$ cat config.mk
export PLATFORM = sky130hd
export DESIGN_NAME = snz_top
export DESIGN_NICKNAME = d
export VERILOG_FILES = /design/src/rtl/snz_pkg.sv /design/src/rtl/snz_pwr.sv /design/src/rtl/snz_sync.sv /design/src/rtl/snz_top.sv
export VERILOG_INCLUDE_DIRS = /design/src /design/src/rtl
export SDC_FILE = /design/constraint.sdc
export NUM_CORES = 1
export LEC_CHECK = 0
export BUFFER_PORTS_ARGS = -buffer_cell sky130_fd_sc_hd__buf_2
export CAP_MARGIN = 15
export CELL_PAD_IN_SITES_DETAIL_PLACEMENT = 2
export CELL_PAD_IN_SITES_GLOBAL_PLACEMENT = 2
export CORE_ASPECT_RATIO = 1.2
export CORE_MARGIN = 5
export CORE_UTILIZATION = 40
export CTS_CLUSTER_DIAMETER = 150
export DETAILED_ROUTE_END_ITERATION = 10
export PLACE_DENSITY_LB_ADDON = 0.3
export SLEW_MARGIN = 30
export SYNTH_ARGS = -nofsm -noshare
export SYNTH_HDL_FRONTEND = slang
export SYNTH_SLANG_ARGS = --single-unit
$ cat constraint.sdc
create_clock -name aclk -period 7.1 [get_ports aclk]
set_input_delay 1.42 -clock aclk [delete_from_list [all_inputs] [get_ports aclk]]
set_output_delay 1.42 -clock aclk [all_outputs]
set_load 0.05 [all_outputs]
$ cat src/rtl/snz_defines.svh
// Register offsets, field positions, reset values and timing counts of the snooze scan controller
`ifndef SNZ_DEFINES_SVH
`define SNZ_DEFINES_SVH
// ----------------------------------------
// Register offsets
// ----------------------------------------
`define SNZ_OFF_CTRL 8'h00
`define SNZ_OFF_TRIG 8'h04
`define SNZ_OFF_SELA 8'h08
`define SNZ_OFF_SELB 8'h0C
`define SNZ_OFF_PWR 8'h10
`define SNZ_OFF_STAT 8'h14
`define SNZ_OFF_RES 8'h40
// ----------------------------------------
// Field positions
// ----------------------------------------
`define SNZ_CTRL_START 0
`define SNZ_CTRL_TRIGGER_ENABLE_BIT 1
`define SNZ_CTRL_EXTERNAL_TRIGGER_SELECT_BIT 2
`define SNZ_CTRL_SMODE 3
`define SNZ_CTRL_LOWPWR 5
`define SNZ_CTRL_COR 6
`define SNZ_TRIG_B 8
`define SNZ_PWR_SLEEP 0
`define SNZ_PWR_STBY 1
`define SNZ_PWR_TORUN 2
`define SNZ_PWR_SNZEN 3
`define SNZ_PWR_WAKE 4
`define SNZ_PWR_MODE 8
// ----------------------------------------
// Reset values and link source codes
// ----------------------------------------
`define SNZ_CTRL_RST 7'h00
`define SNZ_TRIG_RST 14'h3F3F
`define SNZ_PWR_RST 5'h1C
`define SNZ_TRS_LINK_A 6'h09
`define SNZ_TRS_LINK_B 6'h0A
// ----------------------------------------
// Timing
// ----------------------------------------
`define SNZ_CLK_NS 100
`define SNZ_CONV_HS_NS 1200
`define SNZ_CONV_LP_NS 4700
`define SNZ_CONV_HS_CYC ((`SNZ_CONV_HS_NS + `SNZ_CLK_NS - 1) / `SNZ_CLK_NS)
`define SNZ_CONV_LP_CYC ((`SNZ_CONV_LP_NS + `SNZ_CLK_NS - 1) / `SNZ_CLK_NS)
`endif

$ cat src/rtl/snz_pkg.sv
// Types shared by the snooze scan controller
package snz_pkg;
	typedef enum logic [1:0] {
		SNZ_PM_RUN = 2'h0,
		SNZ_PM_STBY = 2'h1,
		SNZ_PM_SNOOZE = 2'h3,
		SNZ_PM_SLEEP = 2'h2
	} snz_pmode_t;
	typedef enum logic [1:0] {
		SNZ_SC_IDLE = 2'h0,
		SNZ_SC_CONV = 2'h1,
		SNZ_SC_STORE = 2'h3
	} snz_scan_t;
	typedef enum logic [1:0] {
		SNZ_SM_SINGLE = 2'h0,
		SNZ_SM_CONT = 2'h1,
		SNZ_SM_GROUP = 2'h2
	} snz_smode_t;
endpackage : snz_pkg

$ cat src/rtl/snz_pwr.sv
// Power mode sequencer: run, light sleep, deep standby and snooze
`timescale 1ns/10ps
module snz_pwr #(
	parameter bit ALT_WAKE = 1'b0
) (
	input wire logic aclk,
	input wire logic aresetn,
	input wire logic sleep_req,
	input wire logic stby_req,
	input wire logic snooze_to_run,
	input wire logic snooze_en,
	input wire logic [2:0] wake_en,
	input wire logic irq_any,
	input wire logic snooze_request_event,
	input wire logic transfer_done_event,
	input wire logic pin_interrupt_one,
	input wire logic pin_interrupt_two,
	input wire logic calendar_alarm_event,
	input wire logic data_op_flag_event,
	output snz_pkg::snz_pmode_t mode_q,
	output logic cpu_halt_q,
	output logic clk_stop_q,
	output logic snooze_active_q
);
	snz_pkg::snz_pmode_t mode_d;
	logic wake;
	assign wake = (wake_en[0] & pin_interrupt_one)
		| (wake_en[1] & (ALT_WAKE ? pin_interrupt_two : calendar_alarm_event))
		| (wake_en[2] & data_op_flag_event);
	// ----------------------------------------
	// Next mode
	// ----------------------------------------
	always_comb begin
		mode_d = mode_q;
		case (mode_q)
			snz_pkg::SNZ_PM_RUN: begin
				if (stby_req) begin
					mode_d = snz_pkg::SNZ_PM_STBY;
				end else if (sleep_req) begin
					mode_d = snz_pkg::SNZ_PM_SLEEP;
				end
			end
			snz_pkg::SNZ_PM_SLEEP: begin
				// Any interrupt, already routed by software, ends light sleep
				if (irq_any) begin
					mode_d = snz_pkg::SNZ_PM_RUN;
				end
			end
			snz_pkg::SNZ_PM_STBY: begin
				if (wake) begin
					mode_d = snz_pkg::SNZ_PM_RUN;
				end else if (snooze_en && snooze_request_event) begin
					mode_d = snz_pkg::SNZ_PM_SNOOZE;
				end
			end
			snz_pkg::SNZ_PM_SNOOZE: begin
				if (wake) begin
					mode_d = snz_pkg::SNZ_PM_RUN;
				end else if (transfer_done_event) begin
					mode_d = snz_pkg::SNZ_PM_STBY;
				end else if (irq_any) begin
					mode_d = snooze_to_run ? snz_pkg::SNZ_PM_RUN : snz_pkg::SNZ_PM_STBY;
				end
			end
			default: begin
				mode_d = snz_pkg::SNZ_PM_RUN;
			end
		endcase
	end
	// ----------------------------------------
	// Mode register and domain controls
	// ----------------------------------------
	always_ff @(posedge aclk) begin
		if (!aresetn) begin
			mode_q <= snz_pkg::SNZ_PM_RUN;
			cpu_halt_q <= 1'b0;
			clk_stop_q <= 1'b0;
			snooze_active_q <= 1'b0;
		end else begin
			mode_q <= mode_d;
			cpu_halt_q <= mode_d != snz_pkg::SNZ_PM_RUN;
			clk_stop_q <= mode_d == snz_pkg::SNZ_PM_STBY;
			snooze_active_q <= mode_d == snz_pkg::SNZ_PM_SNOOZE;
		end
	end
	// ----------------------------------------
	// Assertions
	// ----------------------------------------
	property p_sleep_wake;
		@(posedge aclk) disable iff (!aresetn)
		mode_q == snz_pkg::SNZ_PM_SLEEP && irq_any |=> mode_q == snz_pkg::SNZ_PM_RUN && !cpu_halt_q;
	endproperty
	a_sleep_wake: assert property (p_sleep_wake) else $error("light sleep did not end on interrupt");
	property p_sleep_periph;
		@(posedge aclk) disable iff (!aresetn)
		mode_q == snz_pkg::SNZ_PM_SLEEP |-> cpu_halt_q && !clk_stop_q;
	endproperty
	a_sleep_periph: assert property (p_sleep_periph) else $error("light sleep stopped peripherals");
	property p_snooze_entry;
		@(posedge aclk) disable iff (!aresetn)
		$rose(snooze_active_q) |-> $past(mode_q) == snz_pkg::SNZ_PM_STBY && $past(snooze_request_event);
	endproperty
	a_snooze_entry: assert property (p_snooze_entry) else $error("snooze entered from wrong mode");
	property p_snooze_done;
		@(posedge aclk) disable iff (!aresetn)
		mode_q == snz_pkg::SNZ_PM_SNOOZE && transfer_done_event && !wake |=> clk_stop_q ##1 $stable(mode_q) || wake
			|| (mode_q == snz_pkg::SNZ_PM_SNOOZE);
	endproperty
	a_snooze_done: assert property (p_snooze_done) else $error("snooze did not return to standby");
	property p_wake_run;
		@(posedge aclk) disable iff (!aresetn)
		(mode_q == snz_pkg::SNZ_PM_STBY || mode_q == snz_pkg::SNZ_PM_SNOOZE) && wake
			|=> mode_q == snz_pkg::SNZ_PM_RUN;
	endproperty
	a_wake_run: assert property (p_wake_run) else $error("wake event did not reach run mode");
endmodule : snz_pwr

$ cat src/rtl/snz_sync.sv
// Three-stage input synchroniser with agreement filter
`timescale 1ns/10ps
module snz_sync #(
	parameter int W = 1,
	parameter logic [W-1:0] INIT = '0
) (
	input wire logic aclk,
	input wire logic aresetn,
	input wire logic [W-1:0] d,
	output logic [W-1:0] q
);
	logic [W-1:0] s1_q;
	logic [W-1:0] s2_q;
	logic [W-1:0] s3_q;
	always_ff @(posedge aclk) begin
		if (!aresetn) begin
			s1_q <= INIT;
			s2_q <= INIT;
			s3_q <= INIT;
			q <= INIT;
		end else begin
			s1_q <= d;
			s2_q <= s1_q;
			s3_q <= s2_q;
			// Level moves only where stages two and three agree
			q <= (s2_q & s3_q) | (q & (s2_q ^ s3_q));
		end
	end
endmodule : snz_sync

$ cat src/rtl/snz_top.sv
// Snooze power sequencing and converter scan control with AXI4-Lite registers
//
// Decided for this implementation: the register offsets and the AXI4-Lite interface to the registers.
`timescale 1ns/10ps
`include "snz_defines.svh"
module snz_top #(
	parameter int NCH = 13,
	parameter bit ALT_WAKE = 1'b0
) (
	input wire logic aclk,
	input wire logic aresetn,
	input wire logic awvalid,
	output logic awready,
	input wire logic [7:0] awaddr,
	input wire logic wvalid,
	output logic wready,
	input wire logic [31:0] wdata,
	input wire logic [3:0] wstrb,
	output logic bvalid,
	input wire logic bready,
	output logic [1:0] bresp,
	input wire logic arvalid,
	output logic arready,
	input wire logic [7:0] araddr,
	output logic rvalid,
	input wire logic rready,
	output logic [31:0] rdata,
	output logic [1:0] rresp,
	input wire logic irq_any,
	input wire logic snooze_request_event,
	input wire logic timer1_underflow_event,
	input wire logic transfer_done_event,
	input wire logic pin_interrupt_one,
	input wire logic pin_interrupt_two,
	input wire logic calendar_alarm_event,
	input wire logic data_op_flag_event,
	input wire logic external_trigger_pin_n,
	input wire logic [11:0] conv_data,
	output logic [3:0] conv_ch,
	output logic conv_run,
	output logic scan_end_event,
	output logic link_to_converter,
	input wire logic xfer_rd,
	input wire logic [3:0] xfer_ch,
	output logic [15:0] xfer_data,
	output logic cpu_halt,
	output logic clk_stop,
	output logic snooze_active
);
	localparam logic [15:0] CH_MASK = 16'((32'h1 << NCH) - 32'h1);
	localparam logic [15:0] HS_CYC = 16'(`SNZ_CONV_HS_CYC);
	localparam logic [15:0] LP_CYC = 16'(`SNZ_CONV_LP_CYC);
	logic [6:0] ctrl_q;
	logic [13:0] trig_q;
	logic [15:0] sela_q;
	logic [15:0] selb_q;
	logic [6:0] pwr_q;
	logic [15:0] res_q [NCH];
	snz_pkg::snz_scan_t sst_q;
	snz_pkg::snz_pmode_t pmode;
	logic [4:0] ch_q;
	logic [15:0] cnt_q;
	logic grp_q;
	logic aw_q;
	logic w_q;
	logic [7:0] awaddr_q;
	logic [31:0] wdata_q;
	logic [3:0] wstrb_q;
	logic ext_lvl;
	logic ext_prev_q;
	logic wr_go;
	logic rd_go;
	logic wr_ctrl;
	logic [31:0] wr_val;
	logic [31:0] rd_val;
	logic rd_hit;
	logic hw_set;
	logic hw_clr;
	logic [15:0] mask;
	logic [4:0] nxt;
	logic go_a;
	logic go_b;
	snz_pkg::snz_smode_t smode;
	function automatic logic [4:0] snz_first(input logic [15:0] m, input logic [4:0] from);
		logic [4:0] r;
		r = 5'h10;
		for (int i = 15; i >= 0; i--) begin
			if (m[i] && 5'(i) >= from) begin
				r = 5'(i);
			end
		end
		return r;
	endfunction : snz_first
	// ----------------------------------------
	// Power sequencer and external pin
	// ----------------------------------------
	snz_pwr #(.ALT_WAKE(ALT_WAKE)) u_pwr (
		.aclk(aclk),
		.aresetn(aresetn),
		.sleep_req(wr_go && awaddr_q == `SNZ_OFF_PWR && wr_val[`SNZ_PWR_SLEEP]),
		.stby_req(wr_go && awaddr_q == `SNZ_OFF_PWR && wr_val[`SNZ_PWR_STBY]),
		.snooze_to_run(pwr_q[`SNZ_PWR_TORUN]),
		.snooze_en(pwr_q[`SNZ_PWR_SNZEN]),
		.wake_en(pwr_q[`SNZ_PWR_WAKE+:3]),
		.irq_any(irq_any),
		.snooze_request_event(snooze_request_event),
		.transfer_done_event(transfer_done_event),
		.pin_interrupt_one(pin_interrupt_one),
		.pin_interrupt_two(pin_interrupt_two),
		.calendar_alarm_event(calendar_alarm_event),
		.data_op_flag_event(data_op_flag_event),
		.mode_q(pmode),
		.cpu_halt_q(cpu_halt),
		.clk_stop_q(clk_stop),
		.snooze_active_q(snooze_active)
	);
	snz_sync #(.W(1), .INIT(1'b1)) u_ext (
		.aclk(aclk),
		.aresetn(aresetn),
		.d(external_trigger_pin_n),
		.q(ext_lvl)
	);
	// ----------------------------------------
	// AXI4-Lite slave
	// ----------------------------------------
	assign wr_go = aw_q && w_q && !bvalid;
	assign rd_go = arvalid && arready;
	assign wr_val = {wstrb_q[3] ? wdata_q[31:24] : 8'h00, wstrb_q[2] ? wdata_q[23:16] : 8'h00,
		wstrb_q[1] ? wdata_q[15:8] : 8'h00, wstrb_q[0] ? wdata_q[7:0] : 8'h00};
	assign wr_ctrl = wr_go && awaddr_q == `SNZ_OFF_CTRL;
	always_ff @(posedge aclk) begin
		if (!aresetn) begin
			aw_q <= 1'b0;
			w_q <= 1'b0;
			awready <= 1'b1;
			wready <= 1'b1;
			bvalid <= 1'b0;
			bresp <= 2'h0;
			awaddr_q <= 8'h00;
			wdata_q <= 32'h0000_0000;
			wstrb_q <= 4'h0;
		end else begin
			if (awvalid && awready) begin
				aw_q <= 1'b1;
				awready <= 1'b0;
				awaddr_q <= awaddr;
			end
			if (wvalid && wready) begin
				w_q <= 1'b1;
				wready <= 1'b0;
				wdata_q <= wdata;
				wstrb_q <= wstrb;
			end
			if (wr_go) begin
				aw_q <= 1'b0;
				w_q <= 1'b0;
				awready <= 1'b1;
				wready <= 1'b1;
				bvalid <= 1'b1;
				bresp <= (awaddr_q <= `SNZ_OFF_PWR && awaddr_q[1:0] == 2'h0) ? 2'h0 : 2'h2;
			end else if (bvalid && bready) begin
				bvalid <= 1'b0;
			end
		end
	end
	always_comb begin
		rd_hit = 1'b1;
		rd_val = 32'h0000_0000;
		case (araddr)
			`SNZ_OFF_CTRL: rd_val = {25'h0, ctrl_q};
			`SNZ_OFF_TRIG: rd_val = {18'h0, trig_q};
			`SNZ_OFF_SELA: rd_val = {16'h0, sela_q};
			`SNZ_OFF_SELB: rd_val = {16'h0, selb_q};
			`SNZ_OFF_PWR: rd_val = {22'h0, pmode, 1'h0, pwr_q[6:2], 2'h0};
			`SNZ_OFF_STAT: rd_val = {26'h0, ch_q, sst_q != snz_pkg::SNZ_SC_IDLE};
			default: begin
				rd_hit = 1'b0;
				for (int i = 0; i < NCH; i++) begin
					if (araddr == `SNZ_OFF_RES + 8'(4 * i)) begin
						rd_hit = 1'b1;
						rd_val = {16'h0, res_q[i]};
					end
				end
			end
		endcase
	end
	always_ff @(posedge aclk) begin
		if (!aresetn) begin
			arready <= 1'b1;
			rvalid <= 1'b0;
			rdata <= 32'h0000_0000;
			rresp <= 2'h0;
		end else if (rd_go) begin
			arready <= 1'b0;
			rvalid <= 1'b1;
			rdata <= rd_val;
			rresp <= rd_hit ? 2'h0 : 2'h2;
		end else if (rvalid && rready) begin
			rvalid <= 1'b0;
			arready <= 1'b1;
		end
	end
	// ----------------------------------------
	// Configuration registers
	// ----------------------------------------
	always_ff @(posedge aclk) begin
		if (!aresetn) begin
			trig_q <= `SNZ_TRIG_RST;
			sela_q <= 16'h0000;
			selb_q <= 16'h0000;
			pwr_q <= {2'h0, `SNZ_PWR_RST};
		end else if (wr_go) begin
			// Software picks sources once trigger enable is set and external select cleared
			if (awaddr_q == `SNZ_OFF_TRIG) trig_q <= {wr_val[13:8], 2'h0, wr_val[5:0]} & `SNZ_TRIG_RST;
			if (awaddr_q == `SNZ_OFF_SELA) sela_q <= wr_val[15:0] & CH_MASK;
			if (awaddr_q == `SNZ_OFF_SELB) selb_q <= wr_val[15:0] & CH_MASK;
			if (awaddr_q == `SNZ_OFF_PWR) pwr_q <= {wr_val[6:2], 2'h0};
		end
	end
	// Hardware set wins over a software clear of the start bit
	always_ff @(posedge aclk) begin
		if (!aresetn) begin
			ctrl_q <= `SNZ_CTRL_RST;
		end else begin
			if (hw_clr) ctrl_q[`SNZ_CTRL_START] <= 1'b0;
			if (wr_ctrl) ctrl_q <= wr_val[6:0];
			if (hw_set) ctrl_q[`SNZ_CTRL_START] <= 1'b1;
		end
	end
	// ----------------------------------------
	// Start sources
	// ----------------------------------------
	always_ff @(posedge aclk) begin
		if (!aresetn) begin
			link_to_converter <= 1'b0;
			ext_prev_q <= 1'b1;
		end else begin
			link_to_converter <= (pmode == snz_pkg::SNZ_PM_STBY || pmode == snz_pkg::SNZ_PM_SNOOZE)
				? snooze_request_event : timer1_underflow_event;
			ext_prev_q <= ext_lvl;
		end
	end
	assign smode = snz_pkg::snz_smode_t'(ctrl_q[`SNZ_CTRL_SMODE+:2]);
	always_comb begin
		go_a = 1'b0;
		go_b = 1'b0;
		if (ctrl_q[`SNZ_CTRL_TRIGGER_ENABLE_BIT] && ctrl_q[`SNZ_CTRL_EXTERNAL_TRIGGER_SELECT_BIT]) begin
			go_a = ext_prev_q && !ext_lvl;
		end else if (ctrl_q[`SNZ_CTRL_TRIGGER_ENABLE_BIT]) begin
			go_a = link_to_converter && trig_q[5:0] == `SNZ_TRS_LINK_A;
			go_b = link_to_converter && trig_q[13:8] == `SNZ_TRS_LINK_B && smode == snz_pkg::SNZ_SM_GROUP;
		end else begin
			go_a = wr_ctrl && wr_val[`SNZ_CTRL_START];
		end
	end
	// ----------------------------------------
	// Scan engine
	// ----------------------------------------
	assign mask = grp_q ? selb_q : sela_q;
	assign nxt = snz_first(mask, ch_q + 5'h01);
	assign hw_set = sst_q == snz_pkg::SNZ_SC_IDLE && (go_a || go_b);
	assign hw_clr = sst_q == snz_pkg::SNZ_SC_STORE && nxt == 5'h10 && smode != snz_pkg::SNZ_SM_CONT;
	always_ff @(posedge aclk) begin
		if (!aresetn) begin
			sst_q <= snz_pkg::SNZ_SC_IDLE;
			ch_q <= 5'h00;
			cnt_q <= 16'h0000;
			grp_q <= 1'b0;
			conv_run <= 1'b0;
			scan_end_event <= 1'b0;
		end else begin
			scan_end_event <= 1'b0;
			case (sst_q)
				snz_pkg::SNZ_SC_IDLE: begin
					if (hw_set && snz_first(go_a ? sela_q : selb_q, 5'h00) != 5'h10) begin
						grp_q <= !go_a;
						ch_q <= snz_first(go_a ? sela_q : selb_q, 5'h00);
						cnt_q <= ctrl_q[`SNZ_CTRL_LOWPWR] ? LP_CYC : HS_CYC;
						conv_run <= 1'b1;
						sst_q <= snz_pkg::SNZ_SC_CONV;
					end
				end
				snz_pkg::SNZ_SC_CONV: begin
					cnt_q <= cnt_q - 16'h0001;
					if (cnt_q == 16'h0001) begin
						conv_run <= 1'b0;
						sst_q <= snz_pkg::SNZ_SC_STORE;
					end
				end
				snz_pkg::SNZ_SC_STORE: begin
					cnt_q <= ctrl_q[`SNZ_CTRL_LOWPWR] ? LP_CYC : HS_CYC;
					if (nxt != 5'h10) begin
						ch_q <= nxt;
						conv_run <= 1'b1;
						sst_q <= snz_pkg::SNZ_SC_CONV;
					end else begin
						scan_end_event <= 1'b1;
						if (smode == snz_pkg::SNZ_SM_CONT && ctrl_q[`SNZ_CTRL_START] && !wr_ctrl) begin
							ch_q <= snz_first(mask, 5'h00);
							conv_run <= 1'b1;
							sst_q <= snz_pkg::SNZ_SC_CONV;
						end else begin
							sst_q <= snz_pkg::SNZ_SC_IDLE;
						end
					end
				end
				default: begin
					sst_q <= snz_pkg::SNZ_SC_IDLE;
				end
			endcase
		end
	end
	assign conv_ch = ch_q[3:0];
	// ----------------------------------------
	// Result registers and transfer read port
	// ----------------------------------------
	always_ff @(posedge aclk) begin
		if (!aresetn) begin
			for (int i = 0; i < NCH; i++) res_q[i] <= 16'h0000;
		end else begin
			for (int i = 0; i < NCH; i++) begin
				if (sst_q == snz_pkg::SNZ_SC_STORE && ch_q == 5'(i)) begin
					res_q[i] <= {4'h0, conv_data};
				end else if (ctrl_q[`SNZ_CTRL_COR] && ((xfer_rd && xfer_ch == 4'(i))
					|| (rd_go && araddr == `SNZ_OFF_RES + 8'(4 * i)))) begin
					res_q[i] <= 16'h0000;
				end
			end
		end
	end
	always_ff @(posedge aclk) begin
		if (!aresetn) begin
			xfer_data <= 16'h0000;
		end else if (xfer_rd) begin
			xfer_data <= (32'(xfer_ch) < NCH) ? res_q[xfer_ch] : 16'h0000;
		end
	end
	// ----------------------------------------
	// Assertions
	// ----------------------------------------
	property p_single_stop;
		@(posedge aclk) disable iff (!aresetn)
		scan_end_event && smode == snz_pkg::SNZ_SM_SINGLE && !$past(wr_ctrl) |-> !ctrl_q[`SNZ_CTRL_START] ##1 !conv_run;
	endproperty
	a_single_stop: assert property (p_single_stop) else $error("single scan kept running");
	property p_cor_clear;
		@(posedge aclk) disable iff (!aresetn)
		xfer_rd && ctrl_q[`SNZ_CTRL_COR] && 32'(xfer_ch) < NCH && sst_q != snz_pkg::SNZ_SC_STORE
			|=> res_q[$past(xfer_ch)] == 16'h0000;
	endproperty
	a_cor_clear: assert property (p_cor_clear) else $error("result not cleared by read");
	property p_keep;
		@(posedge aclk) disable iff (!aresetn)
		xfer_rd && !ctrl_q[`SNZ_CTRL_COR] && sst_q != snz_pkg::SNZ_SC_STORE && 32'(xfer_ch) < NCH
			|=> xfer_data == res_q[$past(xfer_ch)];
	endproperty
	a_keep: assert property (p_keep) else $error("result lost on read");
	property p_route;
		@(posedge aclk) disable iff (!aresetn)
		pmode == snz_pkg::SNZ_PM_RUN |=> link_to_converter == $past(timer1_underflow_event);
	endproperty
	a_route: assert property (p_route) else $error("wrong event routed to converter");
	property p_ascend;
		@(posedge aclk) disable iff (!aresetn)
		sst_q == snz_pkg::SNZ_SC_STORE && nxt != 5'h10 |=> ch_q > $past(ch_q);
	endproperty
	a_ascend: assert property (p_ascend) else $error("channels out of order");
	c_cont: cover property (@(posedge aclk) disable iff (!aresetn)
		scan_end_event && smode == snz_pkg::SNZ_SM_CONT ##1 conv_run);
	c_group_b: cover property (@(posedge aclk) disable iff (!aresetn) go_b && sst_q == snz_pkg::SNZ_SC_IDLE);
	c_snooze_scan: cover property (@(posedge aclk) disable iff (!aresetn) snooze_active && scan_end_event);
endmodule : snz_top

### Word-level counts from Yosys, hierarchy flattened

Memory sizes are Yosys's and may differ from the RTL's.
Index checks and enable logic that the tools add are counted.

* register bits: 170
* RAM bits: 156
* input bits: 85
* output and inout bits: 67
* logic and storage cells: 541
* memories: 1

Memories
* res_q: words 13, bits a word 12, read ports 14, clocked after memory_dff 0, wr ports 13, RTL line snz_top.sv:58 `logic [15:0] res_q [NCH];`

* add/sub/neg operators: 2
* $lt $le $gt $ge: 18
* eq/ne operators: 65
* muxes and demuxes: 245
* bitwise logic cells: 36
* reductions and logical operators: 138

Operators by type and width (number)
* 32-bit 2-to-1 mux: 12
* 12-bit 2-to-1 mux: 26
* 5-bit 2-to-1 mux: 53
* 32-bit case mux with 6 select lines: 1
* 1-bit 2-to-1 mux: 128
* 8-bit by 7-bit == test with 1-bit output (second input constant): 13
* 1-bit logical AND: 90
* 16-bit 2-to-1 mux: 3
* 16-bit case mux with 3 select lines: 1
* 4-bit by 5-bit >= comparator with 1-bit output (first input constant): 8
* 8-bit by 4-bit == test with 1-bit output (second input constant): 4
* 1-bit bitwise OR: 29
* 13-bit 2-to-1 mux: 2
* 5-bit by 4-bit == test with 1-bit output (second input constant): 5
* 8-bit by 5-bit == test with 1-bit output (second input constant): 3
* 2-bit 2-to-1 mux: 12
* 4-bit == test (second input constant): 5
* 5-bit by 3-bit == test with 1-bit output (second input constant): 4
* 3-bit by 5-bit >= comparator with 1-bit output (first input constant): 4
* 16-bit by 1-bit == test with 1-bit output (second input constant): 1
* 4-bit by 3-bit == test with 1-bit output (second input constant): 4
* 8-bit by 3-bit == test with 1-bit output (second input constant): 2
* 8-bit zero test: 2
* 2-bit AND reduction: 8
* 39 further kinds: 84

### Longest topological paths before layout

* depth in word-level cells: 26
* gate-level depth with buffers: 12
* gate-level depth less buffers: 10

### Hierarchy

A second synthesis with hierarchy kept.

* cells, all modules: 1656
* area total of the unflattened synthesis: 16512.1 um^2

Modules (own cells, without submodules)
* snz_top: instances 1, cells an instance 1621, area each 16154.2 um^2, seq. area each 7427.1 um^2
* snz_pwr: instances 1, cells an instance 25, area each 235.2 um^2, seq. area each 100.1 um^2
* snz_sync: instances 1, cells an instance 10, area each 122.6 um^2, seq. area each 80.1 um^2

### Least setup slack after synthesis

No wires, ideal clock.

* kind: input to register
* start: in xfer_ch[0]
* end: reg xfer_data[0]
* setup time: 0.132 ns
* arrival: 3.379 ns
* data required time: 6.968 ns
* path slack: 3.589 ns
* stages: 6
* buffers on the path: 2
* cell sequence: clkbuf_1 buf_1 mux4_2 mux4_2 nand2b_1 a21oi_1

* word-level cells in the longest chain between the ends: 2
* elaborated cells between the ends (all ways): 3
* those cells by class: order compare (1); mux (1); memory (1)

RTL lines
* from (decl): RTL line snz_top.sv:44 `input wire logic [3:0] xfer_ch,`
* memory 13 x 12 bit or 4-bit less-than comparator (tied branches)
* 16-bit 2-to-1 mux *: RTL line snz_top.sv:335 `xfer_data <= (32'(xfer_ch) < NCH) ? res_q[xfer_ch] : 16'h0000;`
* to (signal assigned): RTL line snz_top.sv:335
* to (decl): RTL line snz_top.sv:45 `output logic [15:0] xfer_data,`

Mark *: on every way between the ends. The rest lies on a longest branch, timed or not.
A chain may end at the register's enable or synchronous reset.

### Worst setup path after layout

* start: reg ch_q[0]
* end: reg ch_q[2]

* word-level cells in the longest chain between the ends: 22
* elaborated cells between the ends (all ways): 54
* those cells by class: add/sub (1); order compare (16); eq/ne (2); mux (18); reduce/logical (17)

RTL lines
* from (decl): RTL line snz_top.sv:61 `logic [4:0] ch_q;`
* from (signal assigned): RTL line snz_top.sv:277 `ch_q <= snz_first(go_a ? sela_q : selb_q, 5'h00);`
* from (signal assigned): RTL line snz_top.sv:293 `ch_q <= nxt;`
* from (signal assigned): RTL line snz_top.sv:299 `ch_q <= snz_first(mask, 5'h00);`
* 5-bit by 1-bit adder with 5-bit output *: RTL line snz_top.sv:260 `assign nxt = snz_first(mask, ch_q + 5'h01);`
* 4-bit by 5-bit >= comparator with 1-bit output: RTL line snz_top.sv:88 `if (m[i] && 5'(i) >= from) begin`
* 1-bit logical AND: RTL line snz_top.sv:88
* 5-bit 2-to-1 mux (15 in a row): RTL line snz_top.sv:88
* 5-bit 2-to-1 mux *: RTL line snz_top.sv:88
* 5-bit != test: RTL line snz_top.sv:292 `if (nxt != 5'h10) begin`
* 3-bit by 1-bit != test with 1-bit output (no line) or 5-bit 2-to-1 mux (tied branches)
* 3-bit AND reduction (no line) or 5-bit case mux with 2 select lines (tied branches)

Marks and branches as above.

==> flow_results.xml <==
<?xml version="1.0" encoding="UTF-8"?>
<metrics>
  <group name="status">
    <metric name="run_status" unit="">finished, final reports clean</metric>
  </group>
  <group name="routing">
    <metric name="vias" unit="">14400</metric>
    <metric name="drt-wirelength-per-cell" unit="µm">28.6</metric>
    <metric name="dr.first_iter.drc_count" unit="">1086</metric>
    <metric name="vias_per_cell" unit="">6.28</metric>
    <metric name="final_antenna_net_count" unit="">0</metric>
    <metric name="drt_first_pass_iters" unit="">6</metric>
    <metric name="wl" unit="mm">65.6</metric>
    <metric name="drc" unit="">0</metric>
  </group>
  <group name="job">
    <metric name="drv.max_cap_violation_count" unit="">0</metric>
  </group>
  <group name="synth">
    <metric name="yosys.area_share.simple" unit="%">21.0</metric>
    <metric name="ys_seq_area_share" unit="%">46.0</metric>
    <metric name="synth.area.mux_share" unit="%">9.55</metric>
    <metric name="flops_latches_synth" unit="">302</metric>
    <metric name="synth_top_flop_cell" unit="">sky130_fd_sc_hd__edfxtp_1</metric>
    <metric name="synth_xor_area_share" unit="%">0.273</metric>
    <metric name="combinational_family_with_the_most_area_after_synthesis" unit="">simple AND/OR/NAND/NOR gates</metric>
    <metric name="yosys_warnings" unit="">0</metric>
    <metric name="synth_compound_gate_area_share" unit="%">17.0</metric>
    <metric name="synth-adder-area-share" unit="%">0.833</metric>
    <metric name="synth.avg_cell_area" unit="µm²">9.80</metric>
    <metric name="synth_largest_type_area_fraction" unit="%">28.3</metric>
    <metric name="area_contributors_post_synth" unit="">sky130_fd_sc_hd__edfxtp_1 (28%), sky130_fd_sc_hd__dfxtp_1 (18%), sky130_fd_sc_hd__mux4_2 (6.8%), sky130_fd_sc_hd__a21oi_1 (4.4%), sky130_fd_sc_hd__nand2_1 (3.6%)</metric>
    <metric name="async_sr_flop_fraction" unit="%">0</metric>
    <metric name="synth_area_leader_cell" unit="">sky130_fd_sc_hd__edfxtp_1</metric>
    <metric name="netlist-cell-type-count" unit="">97</metric>
    <metric name="synth_area" unit="µm²">16500</metric>
    <metric name="synth_edf_count" unit="">156</metric>
    <metric name="netlist_instances" unit="">1686</metric>
  </group>
  <group name="global_routing">
    <metric name="grt.met1_usage" unit="%">31.8</metric>
    <metric name="grt_busiest_layer" unit="">met2</metric>
    <metric name="grt_antenna_before_repair" unit="">2</metric>
    <metric name="met3_usage" unit="%">4.24</metric>
    <metric name="grt.met2_usage" unit="%">51.0</metric>
    <metric name="first_global_vias" unit="">15700</metric>
    <metric name="grt_use_total" unit="%">28.1</metric>
    <metric name="largest_net_degree_at_the_start_of_global_routing" unit="">73</metric>
    <metric name="grt_overflow" unit="">0</metric>
    <metric name="grt_pass1_wl" unit="mm">98.2</metric>
  </group>
  <group name="clock_tree">
    <metric name="cts_root_buffer" unit="">sky130_fd_sc_hd__clkbuf_16</metric>
    <metric name="tritoncts" unit="">built</metric>
    <metric name="cts.hold.buffers_added" unit="">0</metric>
    <metric name="cts_resized" unit="">0</metric>
    <metric name="total_number_of_clock_tree_sinks" unit="">302</metric>
    <metric name="post_cts_buffers" unit="">0</metric>
    <metric name="clock_transition_at_path_regs" unit="ns">0.07</metric>
    <metric name="cts_made_buffers" unit="">35</metric>
    <metric name="cts-htree-levels" unit="">2</metric>
    <metric name="clk_latency" unit="ns">0.56</metric>
    <metric name="cts_max_path_buffers" unit="">3</metric>
  </group>
  <group name="critical_path">
    <metric name="critPathLaunchType" unit="">flop</metric>
    <metric name="crit_path_end_kind" unit="">flop</metric>
    <metric name="timing.setup.critical_path_class" unit="">reg2reg</metric>
    <metric name="worst_path_slowest_cell" unit="">sky130_fd_sc_hd__dfxtp_1</metric>
    <metric name="critical_path.n_buffers_inverters" unit="">2</metric>
    <metric name="timing.critical_path.fanout_max" unit="">12</metric>
    <metric name="critical_path_cell_sequence" unit="">inv_1, ha_1, nor3b_2, nor2_1, o32ai_4, nand3_2, nor4_4, inv_2, or3_1, a31oi_1</metric>
    <metric name="r2r_slack" unit="ns">3.02</metric>
    <metric name="cp_data_required_time" unit="ns">7.58</metric>
    <metric name="timing.critical_path.slowest_cell_delay" unit="ns">0.72</metric>
    <metric name="data_arrival_critical_path" unit="ns">4.56</metric>
    <metric name="timing.critical_path.max_delay_family" unit="">simple AND/OR/NAND/NOR gates</metric>
  </group>
  <group name="die">
    <metric name="core_area" unit="µm²">40800</metric>
    <metric name="vertical_die_dimension" unit="µm">233</metric>
    <metric name="rows" unit="">81</metric>
    <metric name="start_util" unit="%">40.5</metric>
    <metric name="floorplan.die.width" unit="µm">196</metric>
    <metric name="design.portCount" unit="">152</metric>
    <metric name="fp.dieArea" unit="µm²">45500</metric>
  </group>
  <group name="sta">
    <metric name="final_max_slew_viol_count" unit="">0</metric>
    <metric name="final_min_period_over_clock_period" unit="%">57.5</metric>
    <metric name="post-route-min-period" unit="ns">4.08</metric>
    <metric name="hold_viol" unit="">0</metric>
    <metric name="worstMarginPinSlew" unit="ns">0.980</metric>
    <metric name="max_clock_freq" unit="MHz">245</metric>
    <metric name="relSlewSlack" unit="%">34.6</metric>
    <metric name="rsz0062_at_grt" unit="">no</metric>
    <metric name="setup_total_negative_slack" unit="ns">0</metric>
    <metric name="fin_skew" unit="ns">0.0281</metric>
    <metric name="setup_viol" unit="">0</metric>
  </group>
  <group name="power_and_ir_drop">
    <metric name="vdd_ir_drop_max" unit="mV">0.160</metric>
    <metric name="cellLeakagePower" unit="nW">6.98</metric>
    <metric name="pwr_density" unit="nW/µm²">230</metric>
    <metric name="fin_total_pwr" unit="mW">4.26</metric>
  </group>
  <group name="layout">
    <metric name="layout-drive-gt1-share" unit="%">17.3</metric>
    <metric name="layout.cells.most_common_list" unit="">sky130_fd_sc_hd__nand2_1 (159), sky130_fd_sc_hd__edfxtp_1 (156), sky130_fd_sc_hd__a21oi_1 (146), sky130_fd_sc_hd__dfxtp_1 (145), sky130_fd_sc_hd__nor2_1 (120)</metric>
    <metric name="nets" unit="">1829</metric>
    <metric name="area_growth_syn_to_layout" unit="%">12.2</metric>
    <metric name="layout.cells.most_common" unit="">sky130_fd_sc_hd__nand2_1</metric>
  </group>
  <group name="placed_design">
    <metric name="port_buffers" unit="">106</metric>
    <metric name="dpl.hpwl" unit="mm">45.8</metric>
    <metric name="place_congestion" unit="">0.905</metric>
  </group>
  <group name="worst_hold_path">
    <metric name="timing.hold.worst.class" unit="">reg2reg</metric>
  </group>
</metrics>
state kept, by name, summed over array words and instances, names as in the netlist, 2 cells and up:
name	flops
sela_q	13
pwr_q	5
cnt_q	16
wdata_q	14
ctrl_q	7
ch_q	5
res_q	156
u_pwr.mode_q	2
rdata	14
sst_q	2
selb_q	13
wstrb_q	2
awaddr_q	8
xfer_data	12
trig_q	12
report_power, final:
| part | total [mW] | internal, mW | switching [mW] |
|---|---|---|---|
| Clock | 1.81 | 1.03 | 0.775 |
| Combinational | 0.486 | 0.151 | 0.335 |
| Sequential | 1.96 | 1.90 | 0.0639 |
| Total | 4.26 | 3.08 | 1.17 |
final timing paths:
kind,start,end,depth (start not counted)
max,ch_q[0],ch_q[2],10
min,u_ext.s1_q,u_ext.s2_q,1
max reg2reg,ch_q[0],ch_q[2],10
min reg2reg,u_ext.s1_q,u_ext.s2_q,1
cell type report:
| class | count | area [µm²] |
|---|---|---|
| antenna | 2 | 5.00 |
| multi-input combinational | 1215 | 8190 |
| fill | 4291 | 22300 |
| timing repair buffer | 146 | 831 |
| inverter | 33 | 126 |
| clock inverter | 15 | 154 |
| tap | 539 | 674 |
| sequential | 302 | 7610 |
| clock buffer | 47 | 961 |
cell usage after synthesis, types with 13 or more instances:
master	count
sky130_fd_sc_hd__a21oi_1	146
sky130_fd_sc_hd__a221oi_1	13
sky130_fd_sc_hd__a22oi_1	24
sky130_fd_sc_hd__a31oi_1	18
sky130_fd_sc_hd__and2_1	74
sky130_fd_sc_hd__and3_1	76
sky130_fd_sc_hd__buf_4	30
sky130_fd_sc_hd__clkbuf_1	111
sky130_fd_sc_hd__dfxtp_1	146
sky130_fd_sc_hd__edfxtp_1	156
sky130_fd_sc_hd__inv_1	31
sky130_fd_sc_hd__mux2i_1	30
sky130_fd_sc_hd__mux4_2	50
sky130_fd_sc_hd__nand2_1	159
sky130_fd_sc_hd__nand2b_1	48
sky130_fd_sc_hd__nand3_1	37
sky130_fd_sc_hd__nor2_1	123
sky130_fd_sc_hd__nor2b_1	34
sky130_fd_sc_hd__nor3_1	28
sky130_fd_sc_hd__o21ai_0	81
sky130_fd_sc_hd__o22ai_1	22
kinds of logic (layout without fill, tap and decap cells):
group                      after synthesis  count (layout)
other                                    1              26
AOI/OAI and AO/OA                      429             429
buffers and inverters                  192             241
DFF                                    302             302
adders and majority gates               11              11
and+or+nand+nor                        655             655
muxes                                   93              93
xor gates and xnor gates                 3               3
per-layer routing:
metal	vias up	share of wire, %
li1	6295	-
met1	7399	37
met2	568	51
met3	187	5.7
met4	0	6.0
met5	-	0
per-stage QoR:
step           setup WS (ns)  hold slack [ns]  instances  instance area [µm²]  util (%)
5_1_grt                 2.75            0.470       2297                18500      45.4
6_report                3.02            0.434       2299                18600      45.4
2_1_floorplan           3.59            0.386       1709                16600         -
3_5_place_dp            2.20            0.434       2235                17400      42.7
4_1_cts                 2.64            0.445       2297                18500      45.4
3_3_place_gp            2.40            0.412       2235                17400      42.7
(Power assumes the default switching activity.)
